**config.mk**
```make
export PLATFORM = sky130hd
export DESIGN_NAME = cbr_rate_select
export DESIGN_NICKNAME = d
export VERILOG_FILES = /design/src/inc/cbr_pkg.sv /design/src/hw/cbr_rate_code.sv /design/src/hw/cbr_rate_select.sv
export SDC_FILE = /design/constraint.sdc
export NUM_CORES = 1
export LEC_CHECK = 0
export ABC_AREA = 1
export BUFFER_PORTS_ARGS = -buffer_cell sky130_fd_sc_hd__buf_2
export CORE_MARGIN = 4
export CORE_UTILIZATION = 30
export CTS_CLUSTER_SIZE = 28
export DETAILED_ROUTE_END_ITERATION = 12
export PLACE_DENSITY = 0.63
export SETUP_SLACK_MARGIN = 0.4
export SLEW_MARGIN = 20
export SYNTH_ARGS = -nofsm -noshare
export SYNTH_HDL_FRONTEND = slang
export SYNTH_HIERARCHICAL = 1
export SYNTH_SLANG_ARGS = --single-unit
```
**constraint.sdc**
```tcl
create_clock -name core_clk -period 1.8 [get_ports core_clk]
set_input_delay 0 -clock core_clk [delete_from_list [all_inputs] [get_ports core_clk]]
set_output_delay 0 -clock core_clk [all_outputs]
set_load 0.01 [all_outputs]
```
**src/inc/cbr_pkg.sv**
```systemverilog
// What this block does
// - Only the four rates 125 kbit/s, 250 kbit/s, 500 kbit/s and 1 Mbit/s ever reach the CAN controller.
// - The start-up rate is decided once after power-on and the chosen value is handed on for non-volatile storage.
// - A valid setup table with its override flag set supplies the rate code that is applied.
// - The setup table's rate code names one of the four rates or the firmware default, which means 500 kbit/s.
// - A valid table with the override flag clear, or an invalid table, applies the retained rate if one exists.
// - An invalid table with no retained rate falls back to the firmware default of 500 kbit/s.
// - A rate set by a network master's layer-setting command after the power-on decision becomes the retained rate and is applied; one before it is ignored.
package cbr_pkg;

    // Two-bit rate codes seen by the CAN controller.
    localparam logic [1:0] CBR_RATE_125K = 2'h0;
    localparam logic [1:0] CBR_RATE_250K = 2'h1;
    localparam logic [1:0] CBR_RATE_500K = 2'h2;
    localparam logic [1:0] CBR_RATE_1M = 2'h3;
    localparam logic [1:0] CBR_RATE_FW_DEFAULT = CBR_RATE_500K;

    // Setup table rate field: codes 0 to 3 pick a rate, this one picks the firmware default.
    localparam logic [2:0] CBR_CFG_FW_DEFAULT = 3'h4;

    // Register byte offsets.
    localparam logic [7:0] CBR_OFF_STATUS = 8'h00;
    localparam logic [7:0] CBR_OFF_KEPT = 8'h04;

    // Status register fields.
    localparam int CBR_ST_RATE_LSB = 0;
    localparam int CBR_ST_READY_BIT = 2;
    localparam int CBR_ST_SRC_LSB = 3;
    localparam int CBR_ST_KEPTV_BIT = 6;

    // Retained rate register fields.
    localparam int CBR_KEPT_CODE_LSB = 0;
    localparam int CBR_KEPT_VALID_BIT = 2;

    // Reset values.
    localparam logic [1:0] CBR_RST_RATE = CBR_RATE_FW_DEFAULT;
    localparam logic [31:0] CBR_RST_WORD = 32'h0000_0000;

    // AHB encodings.
    localparam logic [1:0] CBR_HTRANS_NONSEQ = 2'h2;
    localparam logic CBR_HRESP_OKAY = 1'b0;

    typedef enum logic [2:0] {
        CBR_SRC_NONE,
        CBR_SRC_SETUP,
        CBR_SRC_KEPT,
        CBR_SRC_DEFAULT,
        CBR_SRC_LSS
    } cbr_src_type;

    typedef enum logic [1:0] {
        CBR_ST_WAIT,
        CBR_ST_EVAL,
        CBR_ST_RUN
    } cbr_state_type;

    // Maps a setup table rate field onto a legal two-bit rate.
    function automatic logic [1:0] cbr_resolve(input logic [2:0] cfgCode);
        logic [1:0] rate;
        rate = CBR_RATE_FW_DEFAULT;
        if (cfgCode < CBR_CFG_FW_DEFAULT) begin
            rate = cfgCode[1:0];
        end
        return rate;
    endfunction

endpackage

```
**src/hw/cbr_rate_code.sv**
```systemverilog
`timescale 1ns/100ps
`default_nettype none
module cbr_rate_code
    import cbr_pkg::*;
(
    // Setup table
    input wire logic cfgValid,
    input wire logic cfgOverride,
    input wire logic [2:0] cfgCode,
    // Retained rate
    input wire logic keptValid,
    input wire logic [1:0] keptCode,
    // Decision
    output logic [1:0] rate,
    output var cbr_src_type source
);

    always_comb begin
        if (cfgValid && cfgOverride) begin
            rate = cbr_resolve(cfgCode);
            source = CBR_SRC_SETUP;
        end else if (keptValid) begin
            rate = keptCode;
            source = CBR_SRC_KEPT;
        end else begin
            rate = CBR_RATE_FW_DEFAULT;
            source = CBR_SRC_DEFAULT;
        end
    end

endmodule
`default_nettype wire

```
**src/hw/cbr_rate_select.sv**
```systemverilog
// The register addresses and register access over AHB-Lite were left to the implementer.
`timescale 1ns/100ps
`default_nettype none
module cbr_rate_select
    import cbr_pkg::*;
(
    // Clock, reset and clock enable
    input wire logic core_clk,
    input wire logic sys_rst,
    input wire logic clkEn,
    // Setup table from non-volatile memory
    input wire logic cfgValid,
    input wire logic cfgOverride,
    input wire logic [2:0] cfgCode,
    // Retained rate from non-volatile memory
    input wire logic keptInValid,
    input wire logic [1:0] keptInCode,
    // Layer-setting update from the protocol engine
    input wire logic lssStrobe,
    input wire logic [1:0] lssCode,
    // CAN controller
    output logic [1:0] canRate,
    output logic rateReady,
    // Non-volatile save request
    output logic saveStrobe,
    output logic [1:0] saveCode,
    // AHB-Lite slave
    input wire logic hsel,
    input wire logic [31:0] haddr,
    input wire logic [1:0] htrans,
    input wire logic hwrite,
    input wire logic [2:0] hsize,
    input wire logic hready,
    input wire logic [31:0] hwdata,
    output logic [31:0] hrdata,
    output logic hreadyout,
    output logic hresp
);

    cbr_state_type state;
    cbr_state_type next_state;
    cbr_src_type source;
    cbr_src_type next_source;
    logic [1:0] next_canRate;
    logic next_rateReady;
    logic next_saveStrobe;
    logic [1:0] next_saveCode;
    logic keptValid;
    logic next_keptValid;
    logic [1:0] keptCode;
    logic [1:0] next_keptCode;
    logic [1:0] pickRate;
    cbr_src_type pickSource;

    logic wrPend;
    logic next_wrPend;
    logic [7:0] wrAddr;
    logic [7:0] next_wrAddr;
    logic [31:0] next_hrdata;
    logic next_hreadyout;
    logic next_hresp;
    logic addrPhase;
    logic swWrite;
    logic [31:0] statusWord;
    logic [31:0] keptWord;

    cbr_rate_code u_pick (
        .cfgValid(cfgValid),
        .cfgOverride(cfgOverride),
        .cfgCode(cfgCode),
        .keptValid(keptValid),
        .keptCode(keptCode),
        .rate(pickRate),
        .source(pickSource)
    );

    // Register views.
    always_comb begin
        statusWord = CBR_RST_WORD;
        statusWord[CBR_ST_RATE_LSB +: 2] = canRate;
        statusWord[CBR_ST_READY_BIT] = rateReady;
        statusWord[CBR_ST_SRC_LSB +: 3] = source;
        statusWord[CBR_ST_KEPTV_BIT] = keptValid;
        keptWord = CBR_RST_WORD;
        keptWord[CBR_KEPT_CODE_LSB +: 2] = keptCode;
        keptWord[CBR_KEPT_VALID_BIT] = keptValid;
    end

    // Bus slave: zero wait states, so the address is decoded in the address phase
    // and read data is registered to stand through the data phase.
    assign addrPhase = hsel && hready && (htrans == CBR_HTRANS_NONSEQ);
    // A software write to the retained rate acts like a layer-setting update, so it
    // is only honoured once the power-on decision has been taken.
    assign swWrite = wrPend && (wrAddr == CBR_OFF_KEPT);

    always_comb begin
        next_wrPend = addrPhase && hwrite;
        next_wrAddr = wrAddr;
        next_hrdata = hrdata;
        // The slave never stretches a transfer, so ready stands high once out of reset.
        next_hreadyout = 1'b1;
        next_hresp = CBR_HRESP_OKAY;
        if (addrPhase) begin
            next_wrAddr = haddr[7:0];
            if (!hwrite) begin
                if (haddr[31:0] == {24'h00_0000, CBR_OFF_STATUS}) begin
                    next_hrdata = statusWord;
                end else if (haddr[31:0] == {24'h00_0000, CBR_OFF_KEPT}) begin
                    next_hrdata = keptWord;
                end else begin
                    next_hrdata = CBR_RST_WORD;
                end
            end
        end
        if (addrPhase && haddr[31:8] != 24'h00_0000) begin
            next_wrAddr = 8'hff;
        end
    end

    always_ff @(posedge core_clk or posedge sys_rst) begin
        if (sys_rst) begin
            wrPend <= 1'b0;
            wrAddr <= 8'h00;
            hrdata <= 32'h0000_0000;
            hreadyout <= 1'b0;
            hresp <= CBR_HRESP_OKAY;
        end else if (clkEn) begin
            wrPend <= next_wrPend;
            wrAddr <= next_wrAddr;
            hrdata <= next_hrdata;
            hreadyout <= next_hreadyout;
            hresp <= next_hresp;
        end
    end

    // Rate selection. The wait state lets the non-volatile inputs settle after reset
    // before the one and only power-on decision is taken.
    always_comb begin
        next_state = state;
        next_source = source;
        next_canRate = canRate;
        next_rateReady = rateReady;
        next_saveStrobe = 1'b0;
        next_saveCode = saveCode;
        next_keptValid = keptValid;
        next_keptCode = keptCode;
        unique case (state)
            CBR_ST_WAIT: begin
                next_keptValid = keptInValid;
                next_keptCode = keptInCode;
                next_state = CBR_ST_EVAL;
            end
            CBR_ST_EVAL: begin
                next_canRate = pickRate;
                next_source = pickSource;
                next_rateReady = 1'b1;
                next_saveStrobe = 1'b1;
                next_saveCode = pickRate;
                if (cfgValid && cfgOverride) begin
                    // A valid overriding table becomes the newest retained value.
                    next_keptValid = 1'b1;
                    next_keptCode = pickRate;
                end
                next_state = CBR_ST_RUN;
            end
            CBR_ST_RUN: begin
                // The protocol engine wins over a software write in the same cycle.
                if (lssStrobe) begin
                    next_canRate = lssCode;
                    next_keptValid = 1'b1;
                    next_keptCode = lssCode;
                    next_saveStrobe = 1'b1;
                    next_saveCode = lssCode;
                    next_source = CBR_SRC_LSS;
                end else if (swWrite && hwdata[CBR_KEPT_VALID_BIT]) begin
                    next_canRate = hwdata[CBR_KEPT_CODE_LSB +: 2];
                    next_keptValid = 1'b1;
                    next_keptCode = hwdata[CBR_KEPT_CODE_LSB +: 2];
                    next_saveStrobe = 1'b1;
                    next_saveCode = hwdata[CBR_KEPT_CODE_LSB +: 2];
                    next_source = CBR_SRC_LSS;
                end
            end
            default: begin
                next_state = CBR_ST_WAIT;
            end
        endcase
    end

    always_ff @(posedge core_clk or posedge sys_rst) begin
        if (sys_rst) begin
            state <= CBR_ST_WAIT;
            source <= CBR_SRC_NONE;
            canRate <= CBR_RST_RATE;
            rateReady <= 1'b0;
            saveStrobe <= 1'b0;
            saveCode <= CBR_RST_RATE;
            keptValid <= 1'b0;
            keptCode <= CBR_RST_RATE;
        end else if (clkEn) begin
            state <= next_state;
            source <= next_source;
            canRate <= next_canRate;
            rateReady <= next_rateReady;
            saveStrobe <= next_saveStrobe;
            saveCode <= next_saveCode;
            keptValid <= next_keptValid;
            keptCode <= next_keptCode;
        end
    end

    logic evalNow;
    logic runNow;
    logic tableWins;
    assign evalNow = (state == CBR_ST_EVAL) && clkEn;
    assign runNow = (state == CBR_ST_RUN) && clkEn;
    assign tableWins = cfgValid && cfgOverride;
endmodule
`default_nettype wire

```
### Word level (Yosys, flattened, before mapping)

Cells that the tools add are included.

| cells by class | value |
|---|---|
| $lt $le $gt $ge | 1 |
| eq/ne operators | 7 |
| multiplexer cells | 25 |
| bitwise operators | 2 |
| reduce and logical (&&, ||, !) cells | 19 |

Operator list:

| kind | count |
|---|---|
| == test 32 x 3 -> 1 bit (second input constant) | 1 |
| logical NOT 32 bit | 1 |
| nonzero test 24 bit | 1 |
| 2-to-1 mux 8 bit | 2 |
| 2-to-1 mux 2 bit | 6 |
| 2-to-1 mux 3 bit | 4 |
| one-hot mux 2 bit (3 select lines) | 2 |
| == test 8 x 3 -> 1 bit (second input constant) | 1 |
| logical AND 1 bit | 7 |
| 2-to-1 mux 7 bit | 1 |
| 2-to-1 mux 1 bit | 6 |
| one-hot mux 3 bit (2 select lines) | 1 |
| AND reduction 2 bit | 3 |
| AND reduction 3 bit | 2 |
| == test 2 bit (second input constant) | 2 |
| one-hot mux 2 bit (2 select lines) | 1 |
| AND reduction 4 bit | 1 |
| nonzero test 2 bit | 2 |
| < comparator 3 bit (second input constant) | 1 |
| != test 3 bit (second input constant) | 1 |
| one-hot mux 1 bit (3 select lines) | 1 |
| nonzero test 3 bit | 1 |
| == test 2 x 1 -> 1 bit (second input constant) | 1 |
| logical NOT 2 bit | 1 |
| other kinds (3) | 4 |

| storage, ports and cells | value |
|---|---|
| register bits | 54 |
| input bits | 86 |
| output and inout port bits | 40 |
| word-level logic and storage cells | 65 |

### Logic depth before layout (Yosys ltp)

Gate-level depths: netlist (run 1).

| depth | value |
|---|---|
| depth after elaboration | 6 |
| depth in mapped cells | 9 |

### By module

The synthesis (run 1) kept the hierarchy.

Modules (own cells, without submodules):

| module | times used | cells an instance | area each (µm²) |
|---|---|---|---|
| cbr_rate_select | 1 | 261 | 1866.8 |
| cbr_rate_code | 1 | 18 | 75.1 |

### Least setup slack after synthesis (run 1)

OpenSTA, ideal clock, no wires.

| timing | value |
|---|---|
| path type | register to register |
| start | register state[0] |
| end | register keptValid |
| library setup time | 0.117 ns |
| data arrival time | 1.185 ns |
| setup slack | 0.498 ns |
| cell stages (with the launch flop) | 6 |
| buffers on the path | 0 |
| path through | dfrtp_1 -> inv_1 -> ha_1 -> or2_2 -> nand4_1 -> nand2_1 |

| between the ends | value |
|---|---|
| cells in the longest elaborated chain, start to end | 3 |
| elaborated cells on any way between the ends | 8 |
| classes of those cells | eq/ne (4); mux (1); reduce/logical (3) |

Ends and longest elaborated chain:

| what | line | source |
|---|---|---|
| start, declared | cbr_rate_select.sv:40 | `cbr_state_type state;` |
| start signal, assigned | cbr_rate_select.sv:201 | `state <= next_state;` |
| == test 2 bit (tied with other cells) | cbr_rate_select.sv:147 | `unique case (state)` |
| != test 3 bit (no source line) (tied with other cells) | -- |  |
| AND reduction 4 bit (no source line) | -- |  |
| end signal, assigned | cbr_rate_select.sv:207 | `keptValid <= next_keptValid;` |
| end, declared | cbr_rate_select.sv:48 | `logic keptValid;` |

Several ways; a longest one is shown, not always the timed one.
A chain may end at the register's enable or synchronous reset.

### Final worst setup path (run 1)

| timing | value |
|---|---|
| start | register wrAddr[5] |
| end | register saveCode[0] |

| between the ends | value |
|---|---|
| cells in the longest elaborated chain, start to end | 5 |

Ends and longest elaborated chain:

| what | line | source |
|---|---|---|
| start, declared | cbr_rate_select.sv:57 | `logic [7:0] wrAddr;` |
| start signal, assigned | cbr_rate_select.sv:129 | `wrAddr <= next_wrAddr;` |
| == test 8 x 3 -> 1 bit | cbr_rate_select.sv:94 | `assign swWrite = wrPend && (wrAddr == CBR_OFF_KEPT);` |
| logical AND 1 bit | cbr_rate_select.sv:94 |  |
| logical AND 1 bit | cbr_rate_select.sv:175 | `end else if (swWrite && hwdata[CBR_KEPT_VALID_BIT]) begin` |
| != test 3 bit (no source line) | -- |  |
| AND reduction 3 bit (no source line) | -- |  |
| end signal, assigned | cbr_rate_select.sv:206 | `saveCode <= next_saveCode;` |
| end, declared | cbr_rate_select.sv:26 | `output logic [1:0] saveCode,` |

No other way between the ends.

==> results.md, run 1 <==
- Status: finished clean
- P per Cell Area: 1020 mW/mm2
- Post-Syn Instances: roughly 280
- Worst VDD drop: 0.426 mV
- Top cell type's share of synthesized area: 0.348
- Area growth syn-to-layout: 30.2%
- Dpl cell area: 0.00224 mm2
- Most frequent cells in the layout: nand2_1, buf_2, nor2_1
- Area leader, netlist: dfrtp_1
- Final #Nets: 451
- Die Wd: roughly 88 um
- Synth Warn #: 6
- # setup viols final: 0
- Final Skew: 0.00460 ns
- GR Overflow Total: 0
- Commonest non-fill, non-tap cell in the layout: nand2_1
- Clk_lat worst skew: 0.28 ns
- WS Path Type: reg2reg
- Final Hold Fails: 0
- Syn avg cell area: 6.96 um2
- Clock buffer depth: 2
- Die area: 0.00782 mm2
- Routed via count: 1835
- ANT nets after route: 0
- Tcrit/Tclk final: 0.774
- Routability Congestion: around 0.9
- DRT iter0 DRCs: 50
- Number of global-route vias before repair: 1557
- Crit path DAT: 1.56 ns
- Relative slew slack: 0.645
- FMAX: just over 700 MHz
- IO Port Bufs: 67
- Dpl hpwl: 3.49 mm
- Worst Path Max Fanout: 8
- Drt drc: 0
- HP Class: in2reg
- CTS sink count: 29
- Largest net degree at the start of global routing: 30
- Slew Limit Fails: 0
- WP data required: 1.97 ns
- WL/cell: 10.1 um
- Count of cell types in the netlist: 26
- First-pass GRT wire length: 6.84 mm
- Core area: 0.00631 mm2
- Drt total wl: approximately 4.4 mm
- Placed Cells: 418
- Power Total: 2.59 mW
- Post-route minimum period: 1.39 ns
- CTS clock-pin slew for the worst setup and hold paths: 0.06 ns
- Leakage: 1.42 nW
- Max Cap Viol: 0
- Post-DR vias/cell: 4.19
- Fin area: 0.00253 mm2
- GRT Util Overall: 0.113
- Pre-Repair DR Iteration Count: 4
- RSZ-0062 raised after global routing: yes
- CTS Root Cell: clkbuf_8
- Num CTS Buffers: 5
- Ranking of synthesized cells by area: dfrtp_1, nand2_1, buf_4
- Critical Path Start Type: flip-flop
- Worst-margin pin slew: ~0.53 ns
- H-tree depth: 2
- Initial Util: 0.308
- CTS tree: yes
- Initial antenna violation count: 0
- Cell Area, Synth: 0.00194 mm2
- CP Capture Type: flip-flop
- Die height: 88.5 um
- Fraction of layout cells with a size suffix above 1: 0.294
- Final cell count without fillers: 438
- Post-synthesis sequential area ratio: 0.375
- IO Pins: about 130
- Antenna diodes: 0
- Placement row count: 29
- Final TNS setup: 0 ns
- Yosys reg bits: 29
-- routing by layer --
layer,vias to the layer above,share of wire,wire [um],global-route usage
li1,964,-,-,-
met1,799,0.43,1920,0.143
met2,68,0.46,2060,0.187
met3,4,0.094,416,0.0307
met4,0,0.011,51,0.0371
met5,-,0,0,0
-- state kept, by name, indices dropped and copies added, names as in the netlist, 2 cells and up --
name,cells
hrdata,7
keptCode,2
saveCode,2
source,3
state,2
wrAddr,8
-- critical path, cell delays in order (launching register included) --
cell and delay, ns:
dfrtp_1 0.37, or2_0 0.22, nor2_1 0.14, nand3_1 0.14, nand3_4 0.17, nand3_4 0.11, nand2_1 0.08, nand2_1 0.05
-- final cells by class --
cell class,instances,area (um2)
fill,687,3790
tap,77,96.3
inverter,35,133
sequential,29,728
clock buffer,5,68.8
clock inverter,3,17.5
timing repair buffer,80,450
multi-input combinational,209,1030
-- worst paths after layout --
path / cells after the start / start / endpoint / slack [ns]
setup / recovery: 7 / wrAddr[5] / saveCode[0] / 0.41
hold / removal: 3 / haddr[0] / wrAddr[0] / 0.005
setup reg to reg: 7 / wrAddr[5] / saveCode[0] / 0.41
hold reg to reg: 2 / keptCode[1] / keptCode[1] / 0.47
max in group asynchronous: 4 / sys_rst / keptCode[1] / 1.15
min in group asynchronous: 4 / sys_rst / hrdata[2] / 0.33
-- cell usage after synthesis (all sizes together) --
master / instances
clkbuf: 1
a31oi: 8
ha: 5
a21oi: 8
dfrtp: 27
clkinv: 1
inv: 34
nand4: 9
nand2: 87
nor2: 45
or2: 4
o21ai: 1
dfstp: 2
buf: 30
nor3: 1
o21bai: 1
conb: 2
nand3: 13
-- cell families (layout without fill, tap and decap cells) --
| kind of cell | after synthesis | in the layout | synth area share |
|---|---|---|---|
| buffers and inverters | 66 | 123 | 0.188 |
| and+or+nand+nor | 159 | 159 | 0.348 |
| adders and majority gates | 5 | 5 | 0.0322 |
| other | 2 | 27 | 0.00387 |
| DFF | 29 | 29 | 0.375 |
| AOI/OAI and AO/OA | 18 | 18 | 0.0528 |
-- through the flow --
step           hold slack, ns  setup WS, ns   util
3_5_place_dp            0.102         0.324  0.355
6_report              0.00524         0.407  0.400
2_1_floorplan          0.0766         0.498      -
3_3_place_gp           0.0967         0.328  0.355
5_1_grt                0.0282         0.342  0.400
4_1_cts               0.00421         0.417  0.383
-- power breakdown --
group | internal, mW | leakage, nW | switching, mW
combinational | 0.499 | 1.03 | 0.632
sequential | 0.818 | 0.344 | 0.117
clock | 0.266 | 0.0439 | 0.257
-- timing repair --
item                       CTS  global route
buffers inserted             2             3
hold buffers                 7             0
hold endpoints to repair    33             0
setup endpoints to repair    8            17
pin swaps                    0             6
gates resized for setup      3            15
(Power assumes the default switching activity.)
==> run 2, diff against run 1 <==
--- a/config.mk
+++ b/config.mk
@@ -11,7 +11,7 @@
 export CORE_UTILIZATION = 30
 export CTS_CLUSTER_SIZE = 28
 export DETAILED_ROUTE_END_ITERATION = 12
-export PLACE_DENSITY = 0.63
+export PLACE_DENSITY = 0.66
 export SETUP_SLACK_MARGIN = 0.4
 export SLEW_MARGIN = 20
 export SYNTH_ARGS = -nofsm -noshare
==> constraint.sdc (replaced) <==
create_clock -name core_clk -period 1.2 [get_ports core_clk]
set_input_delay 0 -clock core_clk [delete_from_list [all_inputs] [get_ports core_clk]]
set_output_delay 0 -clock core_clk [all_outputs]
set_load 0.01 [all_outputs]
==> run 2 against run 1 <==
Sequential power increased by 52%. Register-to-register slack worse by 0.52 ns. Combinational power rose by 110%. Non-clock buffer count increased by 22. The run now ends with setup timing left. Sequential cell count is the same. Maximum frequency up 5.9%.
==> results.md, run 2 (synthesized netlist as in run 1, its figures left out) <==
- WS Path Type: reg2reg
- Fraction of layout cells with a size suffix above 1: 0.389 (+0.0954)
- Initial antenna violation count: 0 (unchanged)
- Die area: 0.00782 mm2 (unchanged)
- Commonest non-fill, non-tap cell in the layout: nand2_1
- FMAX: 760 MHz (+5.9%)
- Biggest regs: wrAddr: 8 flops, hrdata: 7 flops, source: 3 flops
- Fin area: 0.00281 mm2 (+11%)
- Core area: 0.00631 mm2 (unchanged)
- Max Cap Viol: 0 (unchanged)
- CTS tree: yes
- Critical Path Source: state[0]
- Most used routing layer: met2
- First-pass GRT wire length: 7.78 mm (+14%)
- Largest register FFs: 8 (unchanged)
- Hold path depth: 3 (unchanged)
- Largest net degree at the start of global routing: 30 (unchanged)
- Pre-Repair DR Iteration Count: 4 (unchanged)
- RSZ-0062 raised after global routing: yes
- Final Skew: 0.00648 ns (+0.00188 ns)
- Area growth syn-to-layout: 44.8%
- WL/cell: 10.5 um (+3.1%)
- CP Capture Point: keptCode[0]
- WP data required: 1.38 ns (-0.59 ns)
- Post-route minimum period: 1.32 ns (-0.0777 ns)
- Met3 Use GR: 0.0456 (+0.0149)
- R2r setup slk: -0.12 ns (-0.52 ns)
- Met2 Resource Use GR: 0.218 (+0.0313)
- Biggest register: wrAddr
- Dpl hpwl: 3.67 mm (+5.2%)
- Dpl ws: -0.120 ns (-0.444 ns)
- Placement row count: 29 (unchanged)
- Final #Nets: 473 (+4.9%)
- Tcrit/Tclk final: 1.10 (+0.322)
- Final setup margin: -0.115 ns (-0.522 ns)
- Slew Limit Fails: 0 (unchanged)
- CTS Root Cell: clkbuf_8
- # setup viols final: 11 (+11)
- CTS clock-pin slew for the worst setup and hold paths: 0.06 ns (about the same)
- Leakage: 1.54 nW (+8.9%)
- HP Class: in2reg
- Crit path DAT: 1.50 ns (-0.06 ns)
- Dpl cell area: 0.00238 mm2 (+6.2%)
- Status: complete, but fails checks
- Critical Path Start Type: flip-flop
- GR Overflow Total: 0 (unchanged)
- Clk_lat worst skew: 0.29 ns (about the same)
- Number of global-route vias before repair: 1829 (+17%)
- GRT Util Overall: 0.129 (+0.0159)
- IO Port Bufs: 67 (unchanged)
- P per Cell Area: 1610 mW/mm2 (+57%)
- Worst r2r src: state[0]
- Routed via count: 1922 (+4.7%)
- Post-DR vias/cell: 4.18 (-0.27%)
- Worst Path Max Fanout: 6 (-2)
- R2R Path End: keptCode[0]
- R2R cell count: 6 (-1)
- CTS sink count: 29 (unchanged)
- Die Wd: 88.5 um (unchanged)
- Routability Congestion: 0.874 (-0.21%)
- Most frequent cells in the layout: nand2_1, buf_2, nor2_1
- Global-route track usage on met1: 0.151 (+0.00802)
- H-tree depth: 2 (unchanged)
- Die height: 88.5 um (unchanged)
- Drt total wl: 4.81 mm (+8.2%)
- ANT nets after route: 0 (unchanged)
- Failing checks: setup timing
- CP Capture Type: flip-flop
- IO Pins: 126 (unchanged)
- Antenna diodes: 0 (unchanged)
- DRT iter0 DRCs: 52 (+4.0%)
- Final Hold Fails: 0 (unchanged)
- Initial Util: 0.308 (unchanged)
- Clock buffer depth: 2 (unchanged)
- Worst VDD drop: 0.927 mV (+120%)
- Drt drc: 0 (unchanged)
- Num CTS Buffers: 5 (unchanged)
run 2: per-layer routing:
layer / share of wire / vias to the layer above
li1: - / 1016
met1: 0.42 / 844
met2: 0.49 / 56
met3: 0.083 / 6
met4: 0.014 / 0
met5: 0 / -
run 2: final cells by class:
cell class,instances,area [um2]
sequential,29,729
fill,658,3500
clock buffer,6,72.6
inverter,35,143
clock inverter,2,10.0
timing repair buffer,102,668
multi-input combinational,209,1090
tap,77,96.3
run 2: worst min-delay path by stage:
stage,startpoint,to
floorplan,sys_rst,hrdata[0]
global placement,sys_rst,hrdata[6]
detailed placement,sys_rst,hrdata[6]
CTS,hwrite,wrPend
global route,hwrite,wrPend
finish,hwrite,wrPend
run 2: per-stage QoR:
step                setup TNS (ns)  total power [mW]  cells  utilization  hold slack [ns]
floorplan                  -0.0590              2.72    304            -           0.0766
global placement            -0.678              3.20    427        0.377           0.0903
detailed placement           -1.01              3.24    427        0.377           0.0960
CTS                         -0.833              4.37    458        0.430           0.0155
global route                 -1.70              4.91    460        0.445           0.0328
finish                      -0.808              4.52    460        0.445           0.0117
run 2: critical path: stages (launching register included):
cell	delay (ns)
dfrtp_2	0.46
inv_4	0.09
ha_4	0.18
nand3_2	0.17
buf_4	0.18
nand4_1	0.08
nand2_1	0.05
run 2: power by group:
part,internal (mW),total [mW],switching (mW)
sequential,1.23,1.42,0.186
clock,0.401,0.778,0.378
combinational,1.15,2.32,1.17
total,2.79,4.52,1.73
run 2: repair_timing:
action                     CTS  global route
buffers inserted            15             2
pin swaps                    0            12
gates resized for setup     15            22
setup endpoints to repair   29            41
hold buffers                 8             0
hold endpoints to repair    34             0
